File: config.mk
export PLATFORM = sky130hd
export DESIGN_NAME = ccts_top
export DESIGN_NICKNAME = d
export VERILOG_FILES = /design/src/design/ccts_pkg.sv /design/src/design/ccts_top.sv
export SDC_FILE = /design/constraint.sdc
export NUM_CORES = 1
export LEC_CHECK = 0
export BUFFER_PORTS_ARGS = -buffer_cell sky130_fd_sc_hd__buf_2
export CAP_MARGIN = 20
export CELL_PAD_IN_SITES_DETAIL_PLACEMENT = 0
export CELL_PAD_IN_SITES_GLOBAL_PLACEMENT = 1
export CORE_MARGIN = 2
export CORE_UTILIZATION = 36
export CTS_CLUSTER_SIZE = 20
export DETAILED_ROUTE_END_ITERATION = 7
export HOLD_SLACK_MARGIN = 0.08
export PLACE_DENSITY = 0.83
export SETUP_SLACK_MARGIN = 0.4
export SYNTH_ARGS = -nofsm -noshare
export SYNTH_HDL_FRONTEND = slang
export SYNTH_SLANG_ARGS = --single-unit
File: constraint.sdc
create_clock -name clk_sys -period 2.06 [get_ports clk_sys]
set_input_delay 0.412 -clock clk_sys [delete_from_list [all_inputs] [get_ports clk_sys]]
set_output_delay 0.412 -clock clk_sys [all_outputs]
set_load 0.005 [all_outputs]
File: src/design/ccts_pkg.sv
package ccts_pkg;

    // Register byte offsets on the Avalon-MM slave
    localparam logic [4:0] OFS_CLAMP   = 5'h00;   // Live clamp bits and summary flag
    localparam logic [4:0] OFS_CTRL    = 5'h04;   // Control bits
    localparam logic [4:0] OFS_IRQ_ST  = 5'h08;   // Interrupt status, write one to clear
    localparam logic [4:0] OFS_IRQ_MSK = 5'h0C;   // Interrupt mask
    localparam logic [4:0] OFS_RESULT  = 5'h10;   // Last conversion result

    // Clamp register fields
    localparam int CLP_IN_LSB  = 0;               // Eight per-input live bits
    localparam int CLP_COM_BIT = 8;               // Common input live bit
    localparam int CLP_SUM_BIT = 9;               // Sticky summary bit

    // Control register fields
    localparam int CTL_CUR_BIT = 0;               // Clamp current select
    localparam int CTL_ALT_BIT = 1;               // Alert includes threshold indicator
    localparam int CTL_TMP_BIT = 2;               // Temperature sample enable
    localparam int CTL_REF_LSB = 3;               // Reference range, three bits

    // Result register fields
    localparam int RES_ALT_BIT = 16;              // Alert flag delivered with result
    localparam int RES_TMP_BIT = 17;              // Result came from temperature channel

    // Interrupt event bits
    localparam int IRQ_SUM  = 0;                  // Summary clamp flag rose
    localparam int IRQ_COM  = 1;                  // Common clamp became active
    localparam int IRQ_CONV = 2;                  // Conversion result captured
    localparam int IRQ_W    = 3;                  // Number of events

    // Values after reset
    localparam logic       RST_CUR_SEL = 1'b0;    // Reduced current mode on
    localparam logic       RST_ALT_THR = 1'b0;    // Alert is clamp bits only
    localparam logic       RST_TMP_EN  = 1'b0;    // No temperature slot
    localparam logic [2:0] RST_REF_RNG = 3'h0;    // Lowest reference range
    localparam logic [2:0] REF_RNG_MAX = 3'h4;    // Five range options, 0 to 4

    // Channel selection constants
    localparam int         N_IN      = 8;         // Analog inputs
    localparam logic [4:0] TEMP_CODE = 5'h0F;     // Command code of temperature sensor
    localparam logic [2:0] CMD_BITS  = 3'h5;      // Rising edges carrying the code
    localparam logic [2:0] OSR_ONE   = 3'h0;      // Ratio code meaning no oversampling

    // Settings handed to the converter with each start
    typedef struct packed {
        logic [2:0] chan;        // Analog input number
        logic       pos_temp;    // Positive input takes the sensor
        logic       neg_reference_ground_pin;  // Negative input takes reference ground
        logic       highz;       // Input high-impedance mode
        logic [2:0] oversampling_ratio;         // Oversampling ratio code
        logic       unipolar;    // Unipolar transfer coding
        logic       thresh_en;   // Threshold detection allowed
    } ccts_conv_t;

endpackage

File: src/design/ccts_top.sv
// Chosen here: the Avalon-MM register port and the address map.
`timescale 1ns/1ps
module ccts_top
    import ccts_pkg::*;
(
    input  wire logic             clk_sys,          // System clock, 250 MHz
    input  wire logic             reset,            // Synchronous reset, active high
    input  wire logic [4:0]       avs_address,      // Byte address
    input  wire logic             avs_read,         // Read request
    input  wire logic             avs_write,        // Write request
    input  wire logic [31:0]      avs_writedata,    // Write data
    input  wire logic [3:0]       avs_byteenable,   // Byte lanes
    output logic [31:0]           avs_readdata,     // Read data
    output logic                  avs_waitrequest,  // Stall while answer pending
    output logic                  irq,              // Level interrupt
    input  wire logic [N_IN-1:0]  clamp_raw,        // Per-input clamp from analog
    input  wire logic             com_clamp_raw,    // Common clamp from analog
    input  wire logic             reg_cfg_mode,     // Register configuration mode
    input  wire logic             seq_active,       // Standard or advanced sequencer on
    input  wire logic             seq_valid,        // Sequencer asks for a conversion
    input  wire logic [2:0]       seq_chan,         // Channel asked by sequencer
    input  wire logic             seq_last,         // Asked channel ends the sequence
    input  wire logic             cmd_mode,         // Either command mode on
    input  wire logic             cmd_frame,        // Pulse at start of a serial frame
    input  wire logic             cmd_sck_rise,     // Pulse on a serial clock rising edge
    input  wire logic             cmd_sdi,          // Serial input sampled at that edge
    input  wire logic             cfg_highz,        // Configured high-Z of the channel
    input  wire logic [2:0]       cfg_osr,          // Configured oversampling ratio
    input  wire logic             cfg_unipolar,     // Configured polarity of the channel
    input  wire logic             conv_done,        // Converter finished a result
    input  wire logic [15:0]      conv_data,        // Converter result code
    input  wire logic             conv_thresh,      // Threshold detector hit
    output logic                  conv_start,       // Start pulse to converter
    output ccts_conv_t            conv_cfg,         // Settings for the started conversion
    output logic                  clamp_current_select,  // Zero selects reduced current
    output logic [2:0]            ref_range,        // Reference range setting
    output logic                  overvoltage_or_alert_flag  // Alert bit for results
);

    // Behaviour notes for whoever picks this up next

    // Clamp levels come from analog comparators

    // They are not tied to our clock at all

    // Two flops settle them before any use

    // So live bits lag the pins by two cycles

    // The summary flag is sticky on purpose

    // Software may poll it long after a short event

    // A read clears it only with all per-input clamps quiet

    // A clamp still live at that read wins

    // The common input has a live bit only

    // It takes no part in the summary flag

    // Its rising edge does raise an event though

    // The alert flag travels with each result

    // It is captured at the converter's done strobe

    // Per-input clamp bits always feed it, the common bit does not

    // The threshold hit joins only when enabled

    // Sensor results never carry a threshold hit

    // Sensor starts ignore the channel settings

    // High-Z is forced on and the ratio is one

    // Coding is unipolar, ground on the minus side

    // The sequencer owns the converter first

    // A command code is dropped if both ask at once

    // The sensor slot follows the sequence end

    // It is dropped if the sequencer stops

    // Command codes are five bits, MSB first

    // Codes above the inputs start nothing, except the sensor code

    // A frame pulse restarts the code count

    // Bits after the fifth are ignored

    // Every bus access costs one wait cycle

    // Read data is loaded in that wait cycle

    // It then stands when the master takes it

    // Writes land one edge after the wait, when the master takes the answer

    // Only byte lane zero carries writable bits

    // Unmapped reads answer zero

    // Unmapped writes are dropped silently

    // Range codes past the last option are dropped

    // The host must still match the real reference

    // A wrong range only costs accuracy

    // Interrupt status bits are write one to clear

    // A new event in the clear cycle wins

    // Nothing is lost at the price of a re-read

    // The interrupt line is a plain level

    // It stays high while a masked-in bit is set

    // Current select resets to zero

    // Zero keeps the reduced current mode on

    // Whole state of the block
    typedef struct packed {
        logic [N_IN:0]   sync1;      // First synchroniser stage
        logic [N_IN:0]   sync2;      // Second stage, the live clamp bits
        logic            sticky;     // Summary clamp flag
        logic            com_prev;   // Common clamp one cycle ago
        logic [IRQ_W-1:0] irq_st;    // Interrupt status
        logic [IRQ_W-1:0] irq_msk;   // Interrupt mask
        logic            cur_sel;    // Clamp current select
        logic            alt_thr;    // Alert includes threshold indicator
        logic            tmp_en;     // Temperature sample enable
        logic [2:0]      ref_rng;    // Reference range
        logic            ack;        // Bus answer cycle
        logic [31:0]     rdata;      // Read data
        logic            tmp_pend;   // Temperature slot owed to sequence
        logic [2:0]      bitcnt;     // Code bits taken this frame
        logic [4:0]      code;       // Code shift register
        logic            start;      // Conversion start pulse
        ccts_conv_t      cfg;        // Settings of current conversion
        logic [15:0]     res;        // Last result
        logic            res_alt;    // Alert flag of last result
        logic            res_tmp;    // Last result from sensor
    } ccts_state_t;

    ccts_state_t st_ff;              // Registered state
    ccts_state_t nxt_st;             // Next state
    logic        any_clamp;          // Any input clamp live
    logic        alert_now;          // Alert flag as it stands now
    logic        rd_go;              // Read taken this cycle
    logic        wr_go;              // Write taken this cycle
    logic [31:0] clamp_word;         // Clamp register image
    logic [IRQ_W-1:0] evt;           // Events this cycle
    logic [4:0]  code_next;          // Code including the current bit
    ccts_conv_t  chan_cfg;           // Settings for an analog input
    ccts_conv_t  temp_cfg;           // Settings for the sensor

    // Clamp summary and alert; threshold indicator only for analog inputs
    assign any_clamp = |st_ff.sync2[N_IN-1:0];
    assign alert_now = any_clamp | (st_ff.alt_thr & conv_thresh
                                    & ~st_ff.cfg.pos_temp);

    // Bus request is taken on the second cycle, so every access waits once
    assign rd_go = avs_read & st_ff.ack;
    assign wr_go = avs_write & st_ff.ack;
    assign avs_waitrequest = (avs_read | avs_write) & ~st_ff.ack;

    // Clamp bits are visible at any time, configuration mode included
    assign clamp_word = {22'h0, st_ff.sticky, st_ff.sync2};

    // Analog input settings as configured
    always_comb begin
        chan_cfg            = '0;
        chan_cfg.chan       = seq_valid ? seq_chan : code_next[2:0];
        chan_cfg.highz      = cfg_highz;
        chan_cfg.oversampling_ratio        = cfg_osr;
        chan_cfg.unipolar   = cfg_unipolar;
        chan_cfg.thresh_en  = 1'b1;
    end

    // Sensor settings override configuration
    always_comb begin
        temp_cfg            = '0;
        temp_cfg.pos_temp   = 1'b1;
        temp_cfg.neg_reference_ground_pin = 1'b1;
        temp_cfg.highz      = 1'b1;
        temp_cfg.oversampling_ratio        = OSR_ONE;
        temp_cfg.unipolar   = 1'b1;
        temp_cfg.thresh_en  = 1'b0;
    end

    assign code_next = {st_ff.code[3:0], cmd_sdi};

    // Next state
    always_comb begin
        nxt_st = st_ff;
        evt    = '0;

        // Two-flop crossing of asynchronous clamp levels
        nxt_st.sync1 = {com_clamp_raw, clamp_raw};
        nxt_st.sync2 = st_ff.sync1;
        nxt_st.com_prev = st_ff.sync2[N_IN];

        // Read of the clamp register while idle clears the summary
        if (rd_go && avs_address == OFS_CLAMP && !any_clamp) begin
            nxt_st.sticky = 1'b0;
        end
        // Any live clamp keeps it set, winning over the clear
        if (any_clamp) begin
            nxt_st.sticky = 1'b1;
        end
        evt[IRQ_SUM] = any_clamp & ~st_ff.sticky;
        evt[IRQ_COM] = st_ff.sync2[N_IN] & ~st_ff.com_prev;

        // Bus answer cycle toggles off after each taken request
        nxt_st.ack = (avs_read | avs_write) & ~st_ff.ack;

        // Read data mux, loaded in the wait cycle; unmapped reads answer zero
        if (avs_read && !st_ff.ack) begin
            case (avs_address)
                OFS_CLAMP:   nxt_st.rdata = clamp_word;
                OFS_CTRL:    nxt_st.rdata = {26'h0, st_ff.ref_rng, st_ff.tmp_en,
                                             st_ff.alt_thr, st_ff.cur_sel};
                OFS_IRQ_ST:  nxt_st.rdata = {29'h0, st_ff.irq_st};
                OFS_IRQ_MSK: nxt_st.rdata = {29'h0, st_ff.irq_msk};
                OFS_RESULT:  nxt_st.rdata = {14'h0, st_ff.res_tmp, st_ff.res_alt,
                                             st_ff.res};
                default:     nxt_st.rdata = 32'h0;
            endcase
        end

        // Register writes, low byte lane holds every writable bit
        if (wr_go && avs_byteenable[0]) begin
            case (avs_address)
                OFS_CTRL: begin
                    nxt_st.cur_sel = avs_writedata[CTL_CUR_BIT];
                    nxt_st.alt_thr = avs_writedata[CTL_ALT_BIT];
                    nxt_st.tmp_en  = avs_writedata[CTL_TMP_BIT];
                    // Host must match the applied reference; bad codes are dropped
                    if (avs_writedata[CTL_REF_LSB+:3] <= REF_RNG_MAX) begin
                        nxt_st.ref_rng = avs_writedata[CTL_REF_LSB+:3];
                    end
                end
                OFS_IRQ_MSK: nxt_st.irq_msk = avs_writedata[IRQ_W-1:0];
                default: begin
                end
            endcase
        end

        // Conversion selection, one start per cycle at most
        nxt_st.start = 1'b0;
        if (seq_active && seq_valid) begin
            nxt_st.start = 1'b1;
            nxt_st.cfg   = chan_cfg;
            if (seq_last && st_ff.tmp_en) begin
                nxt_st.tmp_pend = 1'b1;
            end
        end else if (seq_active && st_ff.tmp_pend) begin
            nxt_st.start    = 1'b1;
            nxt_st.cfg      = temp_cfg;
            nxt_st.tmp_pend = 1'b0;
        end
        if (!seq_active) begin
            nxt_st.tmp_pend = 1'b0;
        end

        // Command modes take a five-bit code, MSB first
        if (cmd_mode && cmd_frame) begin
            nxt_st.bitcnt = 3'h0;
            nxt_st.code   = 5'h0;
        end else if (cmd_mode && cmd_sck_rise && st_ff.bitcnt < CMD_BITS) begin
            nxt_st.bitcnt = st_ff.bitcnt + 3'h1;
            nxt_st.code   = code_next;
            if (st_ff.bitcnt == CMD_BITS - 3'h1 && !nxt_st.start) begin
                if (code_next == TEMP_CODE) begin
                    nxt_st.start = 1'b1;
                    nxt_st.cfg   = temp_cfg;
                end else if (code_next < 5'(N_IN)) begin
                    nxt_st.start = 1'b1;
                    nxt_st.cfg   = chan_cfg;
                end
            end
        end

        // Capture result with its alert flag
        if (conv_done) begin
            nxt_st.res     = conv_data;
            nxt_st.res_alt = alert_now;
            nxt_st.res_tmp = st_ff.cfg.pos_temp;
            evt[IRQ_CONV]  = 1'b1;
        end

        // Sticky events; a new event beats a write-one clear
        nxt_st.irq_st = st_ff.irq_st;
        if (wr_go && avs_address == OFS_IRQ_ST && avs_byteenable[0]) begin
            nxt_st.irq_st = st_ff.irq_st & ~avs_writedata[IRQ_W-1:0];
        end
        nxt_st.irq_st = nxt_st.irq_st | evt;
    end

    // State register with synchronous reset
    always_ff @(posedge clk_sys) begin
        if (reset) begin
            st_ff         <= '0;
            st_ff.cur_sel <= RST_CUR_SEL;
            st_ff.alt_thr <= RST_ALT_THR;
            st_ff.tmp_en  <= RST_TMP_EN;
            st_ff.ref_rng <= RST_REF_RNG;
        end else begin
            st_ff <= nxt_st;
        end
    end

    // Outputs straight from state
    assign avs_readdata              = st_ff.rdata;
    assign irq                       = |(st_ff.irq_st & st_ff.irq_msk);
    assign conv_start                = st_ff.start;
    assign conv_cfg                  = st_ff.cfg;
    assign clamp_current_select      = st_ff.cur_sel;
    assign ref_range                 = st_ff.ref_rng;
    assign overvoltage_or_alert_flag = st_ff.res_alt;

endmodule

==> metrics list, run 1 <==
* Logic depth of the worst register-to-register path: 6
* Post-synth top area cell: sky130_fd_sc_hd__dfxtp_1
- After detailed routing, the number of remaining DRC violations is 0.
* Number of instances in the synthesized netlist: between 400 and 500
- Crit path max-delay cell type: sky130_fd_sc_hd__dfxtp_1
* Count of distinct cell types in the synthesized netlist: 51
* Final critical-path share of the clock period: about four fifths
* Maximum fanout along the worst path: 3
- Number of synthesis warnings: 0
* Area overhead of the layout relative to synthesis: 13.4%
- Power Dens Cells: 728 nW/µm²
- STA classifies the critical path startpoint as a flop.
* Register bit count reported by yosys: 89
- Number of buffer and inverter instances along the worst setup path: 2
* Mapped Avg Cell Area: between 9 and 10 µm²
* Number of synthesized flops with an enable pin: 0
- After filler insertion, the fill cell instance count of the layout stands at 1095.
- Final weighted congestion in routability-driven placement: around 0.79
- Type of the worst min-delay path: in -> reg
- The die is 109 µm tall.
* Delay of the slowest critical-path stage: 0.34 ns
* Vias in the first global route: 2882
- Status: finished, final reports clean
- Worst reg2reg path startpoint: st_ff[35]
* Number of max-capacitance violations reported: 0
- In the final timing run, aggregate negative setup slack is 0 ns.
- The completed layout was analyzed and its total power is approximately 3.3 mW.
- Post-CTS setup buffer count: 0
* Number of logic stages on the critical path including buffering: 3
- The worst register-to-register path ends at conv_cfg[0].
* Routed wirelength normalized by instance count: approximately 14 µm
- Grt total ovfl: 0
* Max H-tree Level: 3
- Clock Skews: approximately 0.0077 ns
- Most common cell after layout, fill and taps aside: sky130_fd_sc_hd__buf_2
* Inserted Clock Buffers: 9
- In this run the tightest slew margin relative to its limit is approximately 57%.
- For this run, the post-layout net count is slightly below 600.
- In this run the deepest clock path goes through 2 buffers.
* Drt first pass iters: 5
* Share of Yosys cell area claimed by the top area cell type: around 45%
* Critical path class: reg -> out
- The number of antenna violations at the first check in global routing is 1.
- The clock net in this run drives a total of 89 sinks.
- CTS tree: built
* Area of the die: about 12000 µm²
- Count of endpoints failing hold in the final timing report: 0
- In the layout the commonest cells are sky130_fd_sc_hd__buf_2 (94), sky130_fd_sc_hd__dfxtp_1 (86), sky130_fd_sc_hd__nor2_1 (48).
- Share of flip-flops with an asynchronous set or reset: 0%
- Sequential elements use a little under half of the synthesized area.
- Number of port buffers: 94
- The critical path starts at st_ff[82].
- Max-slew violation count: 0
- After synthesis, the cell types taking the most area are sky130_fd_sc_hd__dfxtp_1 (45%), sky130_fd_sc_hd__buf_4 (8.9%), sky130_fd_sc_hd__mux2i_1 (7.8%).
* Timing-limited maximum frequency: 593 MHz
- Across every metal layer, demand over resource in global routing totals 15.4%.
- Endpoint required time on the critical path: between 1.5 and 2 ns
- Pin slew with the least headroom to its limit: ~0.63 ns
- Data on the critical path arrives at its endpoint at approximately 1.3 ns.
- Cell type group with the largest total delay on the critical path: flip-flops
- Library cell used as clock root buffer: sky130_fd_sc_hd__clkbuf_8
- Fraction of final layout cells sized beyond drive strength 1: approximately 28%
* Clock-pin transition on the worst setup and hold timing paths: 0.09 ns
- Setup violations remaining at the end of the flow were counted as 0.
- Ant diodes: 0
- Summed over all cells, the static leakage comes to ~2 nW.
- After clock tree synthesis, the flow added hold-fix buffers numbering 0.
* Synth Cell Area: just under 4000 µm²
* Detail Route Antenna Nets: 0
- Type of destination of the critical path: output pin
* Slack of the worst reg-to-reg path: around 0.49 ns
- For this design the top-level I/O count stands at between 100 and 150.
- FP Rows: 38
- Counting I/O delays and the setup requirement, the final critical path takes between 1.5 and 2 ns.
* Number of vias per cell: a little under 5
- Die width: 109 µm
- The later pin in the worst-skew pair is clocked with a latency of ~0.36 ns.
- Starting Density: between 30% and 40%
- RSZ-0062 raised after global routing: true
* Final HPWL DP: approximately 6700 µm
- Entering global routing, the biggest net connects 25 pins.
- The final layout contains routed wiring with a total length of 9070 µm.
- End point of the critical path: irq
- Maximum VDD drop: roughly 280 µV
- After floorplanning, the core was sized to cover about 11000 µm².
- Top FF cell, synth: sky130_fd_sc_hd__dfxtp_1
- The first global-routing pass estimated roughly 14000 µm of wire.
- Ordered list of cells on the worst path: a222oi_1 > inv_1 > buf_2
- First DRT Iteration DRCs: 146
* Via total after detailed routing: around 3100
## logic make-up after synthesis
family	Yosys count	synth area share [%]
fa+ha+maj	2	0.633
compound gates	87	14.6
simple gates	142	18.3
flops	89	45.0
mux	34	8.70
other cells	1	0.0948
buf+inv	75	12.2
xor+xnor	2	0.443
## timing repair
action                     CTS  global route
pin swaps                    1             0
setup endpoints to repair    6            10
resized for setup            2             6
## how the worst min path moves through the flow
| stage | start | end | cells past startpoint |
|---|---|---|---|
| final | clamp_raw[7] | nxt_st[93] | 2 |
| after detailed placement | nxt_st[89] | clamp_word[3] | 1 |
| after floorplan | nxt_st[86] | clamp_word[0] | 1 |
| after CTS | clamp_raw[1] | nxt_st[87] | 2 |
| after global placement | nxt_st[89] | clamp_word[3] | 1 |
| after global routing | clamp_raw[6] | nxt_st[92] | 2 |
## sequential cells by signal (all words and copies together), names as in the netlist
name	cells
clamp_current_select	1
conv_start	1
avs_readdata	18
overvoltage_or_alert_flag	1
nxt_st	9
ref_range	3
clamp_word	10
code_next	4
st_ff	31
conv_cfg	11
## Yosys cell counts (all sizes together), types with 3 or more instances
cell type   n
a21oi      36
a22o        8
a2bb2oi     4
a31oi       5
a32oi       4
buf        56
clkbuf     13
dfxtp      89
inv         6
mux2        3
mux2i      31
nand2      26
nand2b      4
nand3      17
nand4       3
nor2       49
nor2b      21
nor3        6
o21a        5
o21ai       9
o22ai       3
o31ai       4
or4         3
## layout make-up
class / count / area (µm²) / share of cell area (%)
Timing Repair Buffer: 104 / 549 / 12.3
Multi-Input combinational cell: 281 / 1760 / 39.4
Clock buffer: 10 / 138 / 3.07
Tap cell: 140 / 175 / 3.91
Sequential cell: 89 / 1790 / 39.8
Inverter: 6 / 22.5 / 0.502
Clock inverter: 6 / 48.8 / 1.09
## stage by stage
stage | utilization, % | setup slack [ns] | cells | instance area (µm²) | hold slack, ns
floorplan | - | 0.437 | 445 | 4010 | 0.414
global placement | 39.5 | 0.256 | 620 | 4270 | 0.421
detailed placement | 39.5 | 0.219 | 620 | 4270 | 0.420
CTS | 41.3 | 0.344 | 636 | 4460 | 0.236
global route | 41.5 | 0.286 | 636 | 4480 | 0.258
finish | 41.5 | 0.375 | 636 | 4480 | 0.253
## power by group
part | switching, mW | internal [mW] | total, mW
combinational | 0.175 | 0.137 | 0.312
clock | 0.655 | 0.486 | 1.14
sequential | 0.0324 | 1.78 | 1.81
## metal layers
metal / track usage, % / share of wire [%]
met1: 19.0 / 44
met4: 6.04 / 1.6
met3: 3.41 / 5.1
met2: 26.3 / 49
met5: 0 / 0.14
No activity file was read; power rests on OpenSTA's default activity.
==> run 2: changes to the inputs <==
CORE_UTILIZATION = 33   (was 36)
PLACE_DENSITY = 0.8   (was 0.83)
clock period = 1.5 ns   (was 2.06 ns; I/O delays follow)
==> run 2 against run 1 <==
Against the previous run:
- the run now ends with setup timing left
- sequential cell count did not move
- via count rose by 9.2%
- sequential share of layout area fell by 9.2 points
- global-route usage rose by 1.2 points
- power rose by 70%
- hold slack got worse by 0.080 ns
- cell area rose by 34%
- critical endpoint unchanged
- highest routed layer is now met4
==> metrics list, run 2 (synthesized netlist as in run 1, its figures left out) <==
- Sw Ratio: 23.3% (-3.1 points)
* Library cell used as clock root buffer: sky130_fd_sc_hd__clkbuf_16
- The CTS buffer count was 9 (unchanged).
* I/O pin total: 139 (unchanged)
* Count of endpoints failing hold in the final timing report: 0 (unchanged)
- Via total after detailed routing: 3413 (+9.2%)
* Ordered list of cells on the worst path: a222oi_1 > inv_1 > buf_2
- Grt total ovfl: 0 (unchanged)
* Clock-pin transition on the worst setup and hold timing paths: 0.07 ns (-0.02 ns)
- The critical path in this run is classified as reg -> out.
* Final HPWL DP: 7090 µm (+5.4%)
- Drt first pass iters: 4 (-1)
- Area post-placement: 4580 µm² (+7.2%)
* Global-route wire length before repair: 17000 µm (+20%)
- Launching element type of the critical path: flop
- The maximum root-to-sink buffer count came to 2 (unchanged).
- Leakage Power: 2.55 nW (+29%)
- The final reports fail on setup timing.
- The final worst slack came to -0.0128 ns (-0.387 ns).
* Area of the die: 12900 µm² (+8.7%)
* FP Rows: 39 (+2.6%)
- The share of cells above drive strength 1 came to 57.9% (+30 points).
* Vias in the first global route: 3445 (+20%)
* Crit path max-delay cell type: sky130_fd_sc_hd__dfxtp_2
- Type of the worst min-delay path: in -> reg
* Die width: 113 µm (+4.3%)
* Switching power: 1.29 mW (+50%)
* Clock Skews: 0.00891 ns (+0.00123 ns)
- The core area was 11600 µm² (+7.2%).
- The post-placement worst setup slack came to -0.217 ns (-0.436 ns).
- The die boundary height is 113 µm (+4.3%).
- The final estimated routing congestion in global placement came to 0.859 (+8.6%).
- The net count of the finished layout came to 646 (+11%).
- Count of final setup violators: 1 (+1)
* Ant diodes: 0 (unchanged)
* Reg with most FFs: st_ff
- Max-slew violation count: 0 (unchanged)
- Total track usage: 16.7% (+1.2 points)
* Type of destination of the critical path: output pin
- The highest cell delay on the worst timing path came to 0.32 ns (-0.02 ns).
- The flow ran to the end, but the final reports show violations.
- Wire length after detailed routing: 10800 µm (+19%)
* CTS tree: built
* Antenna violations before repair: 1 (unchanged)
- Sequential fraction of design power: 45.2% (-10 points)
* Number of remaining DRC errors: 0 (unchanged)
* Most common cell after layout, fill and taps aside: sky130_fd_sc_hd__buf_2
- Final Instance Area: 5990 µm² (+34%)
* Number of vias per cell: 4.85 (-1.2%)
- Endpoint required time on the critical path: 1.20 ns (-0.45 ns)
- The largest fanout of any net on the critical path was 2 (-1).
* First DRT Iteration DRCs: 138 (-5.5%)
- The number of antenna-violating nets in the routed design is 0 (unchanged).
- The portion of total power attributed to the clock network is 42.7% (+7.7 points).
- Power share of the combinational group: 12.1% (+2.5 points)
* Timing-limited maximum frequency: about 660 MHz
* Arrival time worst endpoint: 1.21 ns (-0.06 ns)
* Final critical-path share of the clock period: 101%
* Clock insertion delay at the later pin of the skew report: 0.34 ns (-0.02 ns)
- The effective utilization at floorplan is 34.2% (-2.4 points).
- The count of buffers from port buffering was 94 (unchanged).
* Area overhead of the layout relative to synthesis: 51.4%
- Subtracting the final worst setup slack from the clock period gives roughly 1.5 ns.
* Total internal power: 4.24 mW (+77%)
* Pin count of the biggest net entering global routing: 21 (-16%)
- Max H-tree Level: 3 (unchanged)
- RSZ-0062 raised after global routing: true
- Cts hold-fix bufs: 0 (unchanged)
- Power Dens Cells: 925 nW/µm² (+27%)
* Total number of clock tree sinks: 89 (unchanged)
* Commonest cells after routing, fill and taps aside: sky130_fd_sc_hd__buf_2 (79), sky130_fd_sc_hd__dfxtp_1 (49), sky130_fd_sc_hd__buf_4 (45)
- The flip-flop count of the largest register, all copies and words added was 31 (unchanged).
- Routed wirelength normalized by instance count: 15.3 µm (+7.4%)
* Maximum VDD drop: 649 µV (+130%)
- The number of max-cap violations came to 0 (unchanged).
[run 2: cell types whose count changed in the layout (fill, tap and decap cells not counted), moves of 15 or more]
cell,change
sky130_fd_sc_hd__a21oi_2,+26
sky130_fd_sc_hd__a21oi_1,-26
sky130_fd_sc_hd__dfxtp_2,+35
sky130_fd_sc_hd__buf_4,+36
sky130_fd_sc_hd__buf_2,-15
sky130_fd_sc_hd__buf_6,+36
sky130_fd_sc_hd__dfxtp_1,-37
[run 2: metrics by stage]
stage / setup TNS [ns] / total power, mW / hold WS [ns] / instances / utilization [%]
4_1_cts: -0.0296 / 5.51 / 0.158 / 682 / 47.5
3_3_place_gp: -1.83 / 3.02 / 0.424 / 646 / 39.6
2_1_floorplan: -0.0188 / 2.85 / 0.414 / 445 / -
5_1_grt: -0.0469 / 5.76 / 0.172 / 703 / 51.8
3_5_place_dp: -2.37 / 3.03 / 0.422 / 646 / 39.6
6_report: -0.0128 / 5.54 / 0.173 / 703 / 51.8
[run 2: worst paths after layout]
path	from	end	slack, ns	cells past startpoint
max	st_ff[79]	irq	-0.01	3
min	clamp_raw[2]	nxt_st[88]	0.17	2
max reg2reg	st_ff[35]	conv_cfg[10]	0.03	7
min reg2reg	nxt_st[93]	clamp_word[7]	0.43	1
[run 2: layout make-up]
type / instances / area, µm²
Clock inverter: 2 / 35.0
Timing Repair Buffer: 169 / 1320
Sequential cell: 89 / 1840
Multi-Input combinational cell: 281 / 2320
Inverter: 6 / 25.0
Fill cell: 1052 / 5580
Tap cell: 143 / 179
Clock buffer: 13 / 280
[run 2: layer usage]
metal  wire length (µm)  vias up  GRT usage, %
li1                   -     1700             -
met1               4680     1631          20.5
met2               5450       70          28.0
met3                513       12          5.58
met4                126        0          4.55
met5                  0        -             0
[run 2: timing repair]
item / 4_1_cts / 5_1_grt
pin swaps: 49 / 38
buffers inserted: 20 / 20
setup endpoints to repair: 74 / 86
gates cloned: 1 / 1
gates resized for setup: 117 / 72
[run 2: critical path: cells and delay by family (launching register included)]
family                 cells  cell delay (ns)
AOI/OAI and AO/OA          1             0.31
DFF                        1             0.32
buffers and inverters      2             0.24
[run 2: power by group through the flow]
stage | Clock (mW) | Combinational (mW) | Sequential [mW]
after floorplan | 0 | 0.318 | 2.53
after global routing | 2.52 | 0.730 | 2.51
after CTS | 2.43 | 0.589 | 2.49
after detailed placement | 0 | 0.485 | 2.54
final | 2.37 | 0.671 | 2.50
after global placement | 0 | 0.475 | 2.54
